`config.mk`:
```
export PLATFORM = sky130hd
export DESIGN_NAME = diag_status_temp_flags
export DESIGN_NICKNAME = d
export VERILOG_FILES = /design/src/hw/diag_pkg.sv /design/src/hw/diag_status_temp_flags.sv /design/src/hw/level_filter.sv
export SDC_FILE = /design/constraint.sdc
export NUM_CORES = 1
export LEC_CHECK = 0
export ABC_AREA = 1
export BUFFER_PORTS_ARGS = -buffer_cell sky130_fd_sc_hd__buf_2
export CORE_ASPECT_RATIO = 1.75
export CORE_MARGIN = 8
export CORE_UTILIZATION = 59
export CTS_CLUSTER_SIZE = 28
export DETAILED_ROUTE_END_ITERATION = 10
export PLACE_DENSITY = 0.82
export SLEW_MARGIN = 20
export SYNTH_ARGS = -nofsm -noshare
export SYNTH_HDL_FRONTEND = slang
export SYNTH_HIERARCHICAL = 1
export SYNTH_SLANG_ARGS = --single-unit
```
`constraint.sdc`:
```
create_clock -name SYS_CLK -period 5.15 [get_ports SYS_CLK]
set_clock_uncertainty 0.15 [all_clocks]
set_input_delay 0.515 -clock SYS_CLK [delete_from_list [all_inputs] [get_ports SYS_CLK]]
set_output_delay 0.515 -clock SYS_CLK [all_outputs]
set_load 0.03 [all_outputs]
```
`src/hw/diag_pkg.sv`:
```
// Purpose: Constants for the die temperature and diagnostic flag block
// Assumes: Register access arrives as decoded strobes from the serial frame logic
package diag_pkg;

  localparam int ADDR_W = 7;
  localparam int DATA_W = 8;

  localparam logic [6:0] TEMP_ADDR = 7'h46;
  localparam logic [6:0] DIAG_ADDR = 7'h5F;

  localparam logic [7:0] DIAG_RESET = 8'h00;
  localparam logic [7:0] TEMP_RESET = 8'h00;
  localparam logic [7:0] UNMAPPED_DATA = 8'h00;

  localparam int BIT_OUT1_OK = 7;
  localparam int BIT_OUT2_OK = 6;
  localparam int BIT_GATE_OK = 5;
  localparam int BIT_OVERTEMP = 4;
  localparam int BIT_UNDERVOLT = 3;
  localparam int BIT_OVERVOLT = 2;
  localparam int BIT_CMD_ERR = 1;
  localparam int BIT_GATE_ERR = 0;

  // Temperature code mapping
  localparam int TEMP_SCALE_NUM = 215;
  localparam int TEMP_SCALE_DEN = 106;
  localparam int TEMP_OFFSET_C = 88;
  localparam logic [7:0] TEMP_CODE_LOW = 8'h18;
  localparam logic [7:0] TEMP_CODE_HIGH = 8'h82;
  localparam int THERMAL_SHUTDOWN_LIMIT_C = 175;

  localparam int CLK_PERIOD_NS = 100;

  typedef enum logic [1:0] {
    GATE_OFF = 2'b00,
    GATE_STARTUP = 2'b01,
    GATE_RUN = 2'b10,
    GATE_FAULT = 2'b11
  } gate_state_e;

  // Smallest code whose temperature reaches the given Celsius value
  function automatic logic [7:0] celsius_to_code(input int celsius);
    int num;
    num = (celsius + TEMP_OFFSET_C) * TEMP_SCALE_DEN;
    celsius_to_code = 8'((num + TEMP_SCALE_NUM - 1) / TEMP_SCALE_NUM);
  endfunction

  // Least cycles covering a time, never below one
  function automatic int ns_to_cycles(input int ns);
    int c;
    c = (ns + CLK_PERIOD_NS - 1) / CLK_PERIOD_NS;
    ns_to_cycles = (c < 1) ? 1 : c;
  endfunction

endpackage

```
`src/hw/diag_status_temp_flags.sv`:
```
// Purpose: Die temperature register and diagnostic flag register with fail-silent
// Assumes: Serial frame logic hands over decoded reads, writes and frame errors
// Notes: All outputs registered; one clock, asynchronous active-high reset
`timescale 1ns/10ps
module diag_status_temp_flags #(
  parameter int OUTPUT_OK_FILTER_TIME_NS = 10000,
  parameter int GATE_STARTUP_TIME_NS = 1000000,
  parameter int THERMAL_SHUTDOWN_LIMIT_C = diag_pkg::THERMAL_SHUTDOWN_LIMIT_C
) (
  input wire logic SYS_CLK,
  input wire logic RST,
  input wire logic REG_RD,
  input wire logic REG_WR,
  input wire logic [6:0] REG_ADDR,
  input wire logic [7:0] REG_WDATA,
  input wire logic FRAME_ERROR,
  input wire logic CMD_NOT_ALLOWED,
  input wire logic OFF_MODE,
  input wire logic [7:0] TEMP_CODE,
  input wire logic OUT1_IN_WINDOW,
  input wire logic OUT2_IN_WINDOW,
  input wire logic GATE_SUPPLY_ENABLE,
  input wire logic GATE_IN_WINDOW,
  input wire logic SUPPLY_OV_DETECT,
  input wire logic SUPPLY_UV_DETECT,
  output logic REG_ACK,
  output logic [7:0] REG_RDATA,
  output logic [7:0] DIAG_FLAGS,
  output logic [7:0] DIE_TEMPERATURE,
  output logic FAIL_SILENT,
  output logic GATE_DRIVE_ALLOW
);

  localparam int FILTER_CYCLES = diag_pkg::ns_to_cycles(OUTPUT_OK_FILTER_TIME_NS);
  localparam int STARTUP_CYCLES = diag_pkg::ns_to_cycles(GATE_STARTUP_TIME_NS);
  localparam int SU_W = $clog2(STARTUP_CYCLES + 1);
  localparam logic [SU_W-1:0] SU_LIMIT = SU_W'(STARTUP_CYCLES);
  localparam logic [7:0] SHUTDOWN_CODE = diag_pkg::celsius_to_code(THERMAL_SHUTDOWN_LIMIT_C);

  // Die temperature register
  logic [7:0] die_temperature_reading;

  // Latched error flags
  logic overtemperature_flag;
  logic supply_undervoltage_flag;
  logic supply_overvoltage_flag;
  logic cmd_error_flag;
  logic gate_supply_error_flag;

  // Regulation flags
  logic output_one_regulated;
  logic output_two_regulated;
  logic gate_supply_regulated;

  logic fail_silent;
  logic off_mode_prev;
  diag_pkg::gate_state_e gate_state;
  diag_pkg::gate_state_e next_gate_state;
  logic [SU_W-1:0] startup_count;

  // Full seven-bit match, so no register aliases elsewhere in the map
  function automatic logic addr_hit(input logic [6:0] addr, input logic [6:0] target);
    addr_hit = addr == target;
  endfunction

  // Access decode
  // Off entry is the rising edge of the mode level, not the level itself
  wire off_entry = OFF_MODE && !off_mode_prev;
  wire hit_temp = addr_hit(REG_ADDR, diag_pkg::TEMP_ADDR);
  wire hit_diag = addr_hit(REG_ADDR, diag_pkg::DIAG_ADDR);
  // Write data is never stored; no bit here is writable
  wire access = REG_RD || REG_WR;
  // write to read-only location is disallowed
  wire write_read_only = REG_WR && hit_temp;
  wire bad_cmd = access && (FRAME_ERROR || CMD_NOT_ALLOWED || write_read_only);
  wire good_cmd = access && !bad_cmd;
  wire diag_write = good_cmd && REG_WR && hit_diag;
  wire clear_errors = diag_write || off_entry;

  // Unfiltered: one hot sample is enough to trip
  // code strictly above limit
  wire over_limit = TEMP_CODE > SHUTDOWN_CODE;

  // Gate supply sequencing decode
  wire startup_expired = startup_count == SU_LIMIT;
  wire gate_timeout = (gate_state == diag_pkg::GATE_STARTUP) && !GATE_IN_WINDOW
                      && startup_expired;
  wire gate_lost = (gate_state == diag_pkg::GATE_RUN) && !GATE_IN_WINDOW;
  wire gate_reached = (gate_state == diag_pkg::GATE_STARTUP) && GATE_IN_WINDOW;

  // Every error source but command errors feeds one latch; only Off entry releases it
  wire fault_event = SUPPLY_OV_DETECT || SUPPLY_UV_DETECT || over_limit
                     || gate_timeout || gate_lost;

  wire [7:0] diag_value = {output_one_regulated, output_two_regulated,
                           gate_supply_regulated, overtemperature_flag,
                           supply_undervoltage_flag, supply_overvoltage_flag,
                           cmd_error_flag, gate_supply_error_flag};

  // Write answers carry the content after the write takes effect
  // A flag set in the write cycle survives the clear, so it shows here too
  wire [4:0] low_after_write = {over_limit, SUPPLY_UV_DETECT, SUPPLY_OV_DETECT, 1'b0,
                                gate_timeout};
  wire [7:0] diag_after_write = {output_one_regulated, output_two_regulated,
                                 gate_supply_regulated, low_after_write};
  // Unmapped addresses answer zero and are not errors
  wire [7:0] read_value = hit_temp ? die_temperature_reading :
                          hit_diag ? (REG_WR ? diag_after_write : diag_value) :
                          diag_pkg::UNMAPPED_DATA;
  // Discarded commands answer zero in the data field
  wire [7:0] next_rdata = bad_cmd ? diag_pkg::UNMAPPED_DATA : read_value;

  always_ff @(posedge SYS_CLK or posedge RST) begin
    if (RST) begin
      die_temperature_reading <= diag_pkg::TEMP_RESET;
    end else begin
      die_temperature_reading <= TEMP_CODE;
    end
  end

  always_ff @(posedge SYS_CLK or posedge RST) begin
    if (RST) begin
      off_mode_prev <= 1'b0;
    end else begin
      off_mode_prev <= OFF_MODE;
    end
  end

  always_ff @(posedge SYS_CLK or posedge RST) begin
    if (RST) begin
      supply_overvoltage_flag <= 1'b0;
    end else if (SUPPLY_OV_DETECT) begin
      supply_overvoltage_flag <= 1'b1;
    end else if (clear_errors) begin
      supply_overvoltage_flag <= 1'b0;
    end
  end

  always_ff @(posedge SYS_CLK or posedge RST) begin
    if (RST) begin
      supply_undervoltage_flag <= 1'b0;
    end else if (SUPPLY_UV_DETECT) begin
      supply_undervoltage_flag <= 1'b1;
    end else if (clear_errors) begin
      supply_undervoltage_flag <= 1'b0;
    end
  end

  always_ff @(posedge SYS_CLK or posedge RST) begin
    if (RST) begin
      overtemperature_flag <= 1'b0;
    end else if (over_limit) begin
      overtemperature_flag <= 1'b1;
    end else if (clear_errors) begin
      overtemperature_flag <= 1'b0;
    end
  end

  // set on bad, clear on good
  always_ff @(posedge SYS_CLK or posedge RST) begin
    if (RST) begin
      cmd_error_flag <= 1'b0;
    end else if (bad_cmd) begin
      cmd_error_flag <= 1'b1;
    end else if (good_cmd || off_entry) begin
      cmd_error_flag <= 1'b0;
    end
  end

  always_ff @(posedge SYS_CLK or posedge RST) begin
    if (RST) begin
      gate_supply_error_flag <= 1'b0;
    end else if (gate_timeout) begin
      gate_supply_error_flag <= 1'b1;
    end else if (clear_errors) begin
      gate_supply_error_flag <= 1'b0;
    end
  end

  always_ff @(posedge SYS_CLK or posedge RST) begin
    if (RST) begin
      fail_silent <= 1'b0;
    end else if (fault_event) begin
      fail_silent <= 1'b1;
    end else if (off_entry) begin
      fail_silent <= 1'b0;
    end
  end

  // Gate supply sequencer
  always_comb begin
    next_gate_state = gate_state;
    case (gate_state)
      diag_pkg::GATE_OFF: begin
        if (GATE_SUPPLY_ENABLE && !fail_silent && !OFF_MODE) begin
          next_gate_state = diag_pkg::GATE_STARTUP;
        end
      end
      diag_pkg::GATE_STARTUP: begin
        if (gate_reached) begin
          next_gate_state = diag_pkg::GATE_RUN;
        end else if (gate_timeout) begin
          next_gate_state = diag_pkg::GATE_FAULT;
        end
      end
      diag_pkg::GATE_RUN: begin
        if (gate_lost) begin
          next_gate_state = diag_pkg::GATE_FAULT;
        end
      end
      diag_pkg::GATE_FAULT: begin
        next_gate_state = diag_pkg::GATE_FAULT;
      end
      default: begin
        next_gate_state = diag_pkg::GATE_OFF;
      end
    endcase
    // Disable and Off both drop the supply; a fault waits for Off
    if (off_entry || OFF_MODE) begin
      next_gate_state = diag_pkg::GATE_OFF;
    end else if (!GATE_SUPPLY_ENABLE && gate_state != diag_pkg::GATE_FAULT) begin
      next_gate_state = diag_pkg::GATE_OFF;
    end
  end

  always_ff @(posedge SYS_CLK or posedge RST) begin
    if (RST) begin
      gate_state <= diag_pkg::GATE_OFF;
    end else begin
      gate_state <= next_gate_state;
    end
  end

  // Saturates, so a stuck start-up holds the timeout instead of wrapping
  // start-up timer
  always_ff @(posedge SYS_CLK or posedge RST) begin
    if (RST) begin
      startup_count <= '0;
    end else if (gate_state != diag_pkg::GATE_STARTUP) begin
      startup_count <= '0;
    end else if (!startup_expired) begin
      startup_count <= startup_count + SU_W'(1);
    end
  end

  always_ff @(posedge SYS_CLK or posedge RST) begin
    if (RST) begin
      gate_supply_regulated <= 1'b0;
    end else begin
      gate_supply_regulated <= next_gate_state == diag_pkg::GATE_RUN;
    end
  end

  // Ok flags track the outputs and are not part of the Off clear
  // filtered output ok flags
  level_filter #(
    .FILTER_CYCLES(FILTER_CYCLES)
  ) out1_filter (
    .clk(SYS_CLK),
    .rst(RST),
    .clear(1'b0),
    .level_in(OUT1_IN_WINDOW),
    .flag(output_one_regulated)
  );

  level_filter #(
    .FILTER_CYCLES(FILTER_CYCLES)
  ) out2_filter (
    .clk(SYS_CLK),
    .rst(RST),
    .clear(1'b0),
    .level_in(OUT2_IN_WINDOW),
    .flag(output_two_regulated)
  );

  // Answer strobe one cycle after the request, refused ones included
  always_ff @(posedge SYS_CLK or posedge RST) begin
    if (RST) begin
      REG_ACK <= 1'b0;
    end else begin
      REG_ACK <= access;
    end
  end

  // Answer data holds until the next request
  always_ff @(posedge SYS_CLK or posedge RST) begin
    if (RST) begin
      REG_RDATA <= diag_pkg::UNMAPPED_DATA;
    end else if (access) begin
      REG_RDATA <= next_rdata;
    end
  end

  // Mirrors follow the registers by one cycle
  always_ff @(posedge SYS_CLK or posedge RST) begin
    if (RST) begin
      DIAG_FLAGS <= diag_pkg::DIAG_RESET;
    end else begin
      DIAG_FLAGS <= diag_value;
    end
  end

  always_ff @(posedge SYS_CLK or posedge RST) begin
    if (RST) begin
      DIE_TEMPERATURE <= diag_pkg::TEMP_RESET;
    end else begin
      DIE_TEMPERATURE <= die_temperature_reading;
    end
  end

  // Status copy only; the drive enable below does not wait for it
  always_ff @(posedge SYS_CLK or posedge RST) begin
    if (RST) begin
      FAIL_SILENT <= 1'b0;
    end else begin
      FAIL_SILENT <= fail_silent;
    end
  end

  // Fault event read directly so switching stops at the edge that latches it
  // switching only when ok and not silent
  wire next_drive_allow = gate_supply_regulated && !fail_silent && !fault_event;

  always_ff @(posedge SYS_CLK or posedge RST) begin
    if (RST) begin
      GATE_DRIVE_ALLOW <= 1'b0;
    end else begin
      GATE_DRIVE_ALLOW <= next_drive_allow;
    end
  end

endmodule // diag_status_temp_flags

```
`src/hw/level_filter.sv`:
```
// Purpose: Holds a flag until its input has stood in the other state long enough
// Assumes: Input synchronous to the clock
// Notes: Flag resets to 0
`timescale 1ns/10ps
module level_filter #(
  parameter int FILTER_CYCLES = 100
) (
  input wire logic clk,
  input wire logic rst,
  input wire logic clear,
  input wire logic level_in,
  output logic flag
);

  localparam int CNT_W = $clog2(FILTER_CYCLES + 2);
  localparam logic [CNT_W-1:0] CNT_LIMIT = CNT_W'(FILTER_CYCLES);

  logic [CNT_W-1:0] count;
  wire differs = level_in != flag;
  wire expired = differs && (count == CNT_LIMIT);

  always_ff @(posedge clk or posedge rst) begin
    if (rst) begin
      count <= '0;
    end else if (clear || !differs || expired) begin
      count <= '0;
    end else begin
      count <= count + CNT_W'(1);
    end
  end

  always_ff @(posedge clk or posedge rst) begin
    if (rst) begin
      flag <= 1'b0;
    end else if (clear) begin
      flag <= 1'b0;
    end else if (expired) begin
      flag <= level_in;
    end
  end

endmodule // level_filter

```
Word level (Yosys, flattened, before mapping)
Cells that the tools add are included.
{ "word_totals": {"register_bits": 75, "latchBits": 0, "mem_bits_rw": 0, "mem_bits_ro": 0, "input_bits": 36, "out_inout_bits": 27, "n_memories": 0} }
{ "op_classes": {"add_sub_neg": 3, "n_mul": 0, "div_mod_pow": 0, "order_cmp": 1, "n_eq_ne": 14, "n_shift": 0, "n_mux": 24, "bitwise": 0, "n_reduce_logical": 45} }
{ "ops": {"columns": ["op", "count"], "rows": [
  ["7-bit equality test, second input constant", 4],
  ["14-bit two-way mux", 2],
  ["8-bit two-way mux", 3],
  ["1-bit logical AND", 17],
  ["14-bit by 1-bit adder with 14-bit output, second input constant", 1],
  ["7-bit by 1-bit adder with 7-bit output, second input constant", 2],
  ["14-bit equality test, second input constant", 1],
  ["7-bit two-way mux", 2],
  ["1-bit logical OR", 12],
  ["2-bit two-way mux", 6],
  ["2-bit nonzero test", 6],
  ["1-bit zero test", 9],
  ["1-bit two-way mux", 9],
  ["8-bit greater-than comparator, second input constant", 1],
  ["2-bit one-hot mux with 4 select lines", 1],
  ["2-bit equality test, second input constant", 3],
  ["5-bit two-way mux", 1],
  ["2-bit by 1-bit inequality test with 1-bit output, second input constant", 2],
  ["2-bit by 1-bit equality test with 1-bit output, second input constant", 1],
  ["2-bit zero test", 1],
  ["1-bit inequality test", 2],
  ["2-bit inequality test, second input constant", 1]
]} }

Longest topological paths before layout
{ "depth": {"word_depth": 11, "mapped_depth": 12} }

By module
Netlist, hierarchy kept.
{ "modules_own_cells": {"columns": ["module", "instances", "cells_each", "area_each_um2"], "rows": [
  ["diag_status_temp_flags", 1, 258, 2414.8],
  ["level_filter", 2, 54, 424.2]
]} }

Least setup slack after synthesis
OpenSTA, ideal clock, no wires.
{ "synth_timing": {"kind": "input-to-reg", "start": "in REG_ADDR[2]", "end": "reg REG_RDATA[0]", "setup_ns": 0.117, "arrival_time_ns": 1.335, "required_time_ns": 4.883, "setup_slack_ns": 3.548, "path_stages": 7, "path_cell_list": "nand2_1 -> nor3b_4 -> nand2_4 -> o21ai_2 -> inv_2 -> nand2_1 -> nand2_1"} }
{ "synth_between": {"elab_chain_cells": 5, "elab_cells_between_ends": 8, "cone_classes": "eq/ne: 2; mux: 3; reduce/logical: 3"} }
{ "synth_rtl": {"columns": ["element", "line", "rtl"], "rows": [
  ["start: declaration", "diag_status_temp_flags.sv:14", "input wire logic [6:0] REG_ADDR,"],
  ["7-bit equality test", "diag_status_temp_flags.sv:63", "addr_hit = addr == target;"],
  ["1-bit logical AND", "diag_status_temp_flags.sv:74", "wire write_read_only = REG_WR && hit_temp;"],
  ["1-bit logical OR", "diag_status_temp_flags.sv:75", "wire bad_cmd = access && (FRAME_ERROR || CMD_NOT_ALLOWED || write_read_only);"],
  ["1-bit logical AND", "diag_status_temp_flags.sv:75", null],
  ["8-bit two-way mux (*)", "diag_status_temp_flags.sv:111", "wire [7:0] next_rdata = bad_cmd ? diag_pkg::UNMAPPED_DATA : read_value;"],
  ["end signal: assignment", "diag_status_temp_flags.sv:288", "REG_RDATA <= diag_pkg::UNMAPPED_DATA;"],
  ["end signal: assignment", "diag_status_temp_flags.sv:290", "REG_RDATA <= next_rdata;"],
  ["end: declaration", "diag_status_temp_flags.sv:27", "output logic [7:0] REG_RDATA,"]
]} }
Every way passes the cells marked *; elsewhere a longest branch is shown, timed or not.
A chain may end at the register's enable or synchronous reset.

Final worst setup path
{ "layout_timing": {"start": "reg startup_count[0]", "end": "reg gate_supply_regulated"} }
{ "layout_between": {"elab_chain_cells": 8} }
{ "layout_rtl": {"columns": ["element", "line", "rtl"], "rows": [
  ["start: declaration", "diag_status_temp_flags.sv:59", "logic [SU_W-1:0] startup_count;"],
  ["start signal: assignment", "diag_status_temp_flags.sv:242", "startup_count <= startup_count + SU_W'(1);"],
  ["14-bit equality test", "diag_status_temp_flags.sv:85", "wire startup_expired = startup_count == SU_LIMIT;"],
  ["1-bit logical AND", "diag_status_temp_flags.sv:87", "&& startup_expired;"],
  ["2-bit two-way mux", "diag_status_temp_flags.sv:202", "end else if (gate_timeout) begin"],
  ["2-bit two-way mux", "diag_status_temp_flags.sv:200", "if (gate_reached) begin"],
  ["2-bit one-hot mux with 4 select lines", "diag_status_temp_flags.sv:193", "case (gate_state)"],
  ["2-bit two-way mux", "diag_status_temp_flags.sv:221", "end else if (!GATE_SUPPLY_ENABLE && gate_state != diag_pkg::GATE_FAULT) begin"],
  ["2-bit two-way mux", "diag_status_temp_flags.sv:219", "if (off_entry || OFF_MODE) begin"],
  ["2-bit equality test", "diag_status_temp_flags.sv:250", "gate_supply_regulated <= next_gate_state == diag_pkg::GATE_RUN;"],
  ["end signal: assignment", "diag_status_temp_flags.sv:250", null],
  ["end: declaration", "diag_status_temp_flags.sv:53", "logic gate_supply_regulated;"]
]} }
No other way between the ends.

==> run_results.csv <==
group,metric,value,unit
global_routing,grt_pass1_vias,2710,
synth,netlist_top_cells_area,"dfrtp_1 58%, nand2_1 10%, nor2_1 6.1%",
global_routing,grt.busiest_layer,"met2",
global_routing,antenna_found_initial,0,
global_routing,grt_util_met3,5.61,%
floorplanning,die_area,8260,sq um
clock_network,cts_max_path_buffers,2,
worst_setup_path,arrival,1800,ps
pwr,p_leak,1.99,nW
synth,synthArstFlopShare,100,%
clock_network,root_buffer,"clkbuf_8",
final_layout,finalNetCount,475,
synth,syn-cell-area,3260,sq um
drt,via_per_inst,4.98,
drt,first_pass_iters,4,
timing,fin_crit_sh,32.6,%
clock_network,cts-resized-gates,0,
clock_network,h-tree-depth,3,
global_routing,grtUsageMet1,14.2,%
timing,setup_ws,3470,ps
global_routing,gr-total-overflow,0,
timing,fmax,0.595,GHz
worst_setup_path,cp-end-kind,"flip-flop",
drt,wirelength,6760,microns
synth,ys.flop_type,"dfrtp_1",
placement,place.gp.congestion,0.832,
worst_setup_path,worstPathMaxFanout,5,
synth,yosys.area.top_type,"dfrtp_1",
drt,drt_iter0_drc,163,
global_routing,grt_first_pass_wirelength,11200,microns
drt,antenna_left,0,
timing,period_minus_slack,1680,ps
worst_setup_path,crit_type,"flip-flop to flip-flop",
synth,yosysTopAreaCellShare,57.5,%
run_status,outcome,"complete, no violations",
placement,dp.cells,497,
timing,worst_pin_slew,723,ps
synth,yosys-top-cells-count,"91 x nand2_1, 75 x dfrtp_1, 53 x nor2_1",
synth,ys_types,28,
floorplanning,start_util,59.9,%
clock_network,clkTransAtPathRegs,70,ps
global_routing,use_met2,34.2,%
final_layout,synthToLayoutAreaGrowth,17.6,%
synth,yosysWarnings,6,
timing,finalSetupViolCount,0,
placement,io_buffers,54,
clock_network,cts_made_buffers,9,
worst_setup_path,critPathLaunchType,"flip-flop",
synth,synth_edf_count,0,
synth,ys_ff_latch,75,
final_layout,n_antenna_cell,0,
placement,dp_hpwl,5260,microns
timing,hold_viol,0,
floorplanning,fp.coreArea,5450,sq um
final_layout,multi_input_comb_area,1190,sq um
synth,syn_area_per_cell,8.92,sq um
final_layout,fin_util,70.4,%
worst_setup_path,required,5260,ps
timing,report.final.slew_viol_count,0,
final_layout,seq_area,1880,sq um
flow_run,cap_viol_max_count,0,
clock_network,clock_latency,350,ps
synth,yosysMostFrequentCell,"nand2_1",
synth,ys_seq_area_share,57.5,%
drt,routedWlPerCell,13.1,microns
floorplanning,fp-row-count,36,
timing,rsz0062_at_grt,"no",
timing,setup-tns-final,0,ps
final_layout,drive_gt1_share,20.1,%
pwr,ir_drop,399,uV
floorplanning,dieHeight,114,microns
final_layout,fillCellCount,441,
final_layout,layoutNonFillerInstCount,514,
pwr,power,1.12,mW
floorplanning,die_w,72.2,microns
worst_hold_path,min_path_type,"primary input to flip-flop",
placement,place_ws,3260,ps
timing,slew_headroom,51.8,%
clock_network,cts_tree,"yes",
drt,vias,2562,
clock_network,cts.sink_count,75,
global_routing,gr-usage-all-layers,17.8,%
global_routing,grt_max_degree,60,
drt,drc_errors,0,
floorplanning,ios,63,
pwr,power_density,292,nW/um^2
synth,synth_cells,366,
-- cell families after synthesis --
family / after synthesis / share of synthesized area [%]
simple gates: 192 / 26.0
fa+ha+maj: 6 / 2.30
compound gates: 31 / 5.33
other cells: 1 / 0.115
xor+xnor: 10 / 2.68
buf+inv: 51 / 6.02
flops: 75 / 57.5
-- cell usage in the layout, fill, tap and decap left out, types with 3 or more instances in the layout --
| master | instances |
|---|---|
| nand2_1 | 91 |
| dfrtp_1 | 75 |
| buf_2 | 54 |
| nor2_1 | 53 |
| inv_1 | 47 |
| nand3_1 | 25 |
| a21oi_1 | 13 |
| o21ai_0 | 12 |
| clkbuf_8 | 10 |
| xor2_1 | 8 |
| nor3_1 | 6 |
| ha_1 | 6 |
| clkinv_2 | 4 |
| nand3_2 | 4 |
| nor2_2 | 3 |
| o21ai_2 | 3 |
-- area by class of cell --
cell class                 instances  area share [%]
clock buffer                      11            3.69
clock inverter                     5            1.37
inverter                          50            4.92
multi-input combinational        241            31.1
sequential                        75            48.9
tap                               76            2.48
timing repair buffer              56            7.50
-- registers in the layout, summed over array words and instances (netlist names), 2 cells and up --
name and flops:
die_temperature_reading 8, DIAG_FLAGS 8, REG_RDATA 8, DIE_TEMPERATURE 8
gate_state 2, out2_filter/count 7, out1_filter/count 7, startup_count 14
-- final timing paths --
check	start	endpoint	slack, ps	cells after the start
min	TEMP_CODE[2]	die_temperature_reading[2]$_DFF_PP0_	130	1
max in group asynchronous	RST	supply_overvoltage_flag$_DFFE_PP0P_	3580	4
min in group asynchronous	RST	out2_filter/count[5]$_DFF_PP0_	520	3
max reg2reg	startup_count[0]$_DFFE_PP0P_	gate_supply_regulated$_DFF_PP0_	3470	10
max	startup_count[0]$_DFFE_PP0P_	gate_supply_regulated$_DFF_PP0_	3470	10
min reg2reg	die_temperature_reading[6]$_DFF_PP0_	DIE_TEMPERATURE[6]$_DFF_PP0_	230	0
-- worst max-delay path: stages (launching register included) --
cell and delay, ps:
dfrtp_1 430, inv_1 80, ha_1 140, nand2_1 50
inv_1 50, nand2_1 40, nor2_1 170, nand2_1 160
nand2_1 100, nand2_1 60, nor3_1 150
-- through the flow --
stage	instance area [sq um]	hold slack (ps)
final	3840	129
after global routing	3840	114
after CTS	3840	104
after detailed placement	3630	210
after global placement	3630	209
after floorplan	3270	181
-- power breakdown --
| group | total (mW) | internal, mW | switching [mW] |
|---|---|---|---|
| Sequential | 0.609 | 0.602 | 0.00702 |
| Combinational | 0.0726 | 0.0216 | 0.0510 |
| Clock | 0.439 | 0.234 | 0.205 |
| Total | 1.12 | 0.858 | 0.263 |
-- routing by layer --
metal  wire length [microns]  share of wire (%)  vias up
met3                     378                5.6       20
met2                    3840                 57       59
met5                       0                  0        -
met1                    2300                 34     1210
li1                        -                  -     1273
met4                     237                3.5        0
-- what timing repair did --
item / 4_1_cts / 5_1_grt
endpoints found under the setup margin: 0 / 0
hold endpoints to repair: 16 / 0
hold buffers: 1 / 0
setup buffers: 0 / 0
No activity file was read; power rests on OpenSTA's default activity.
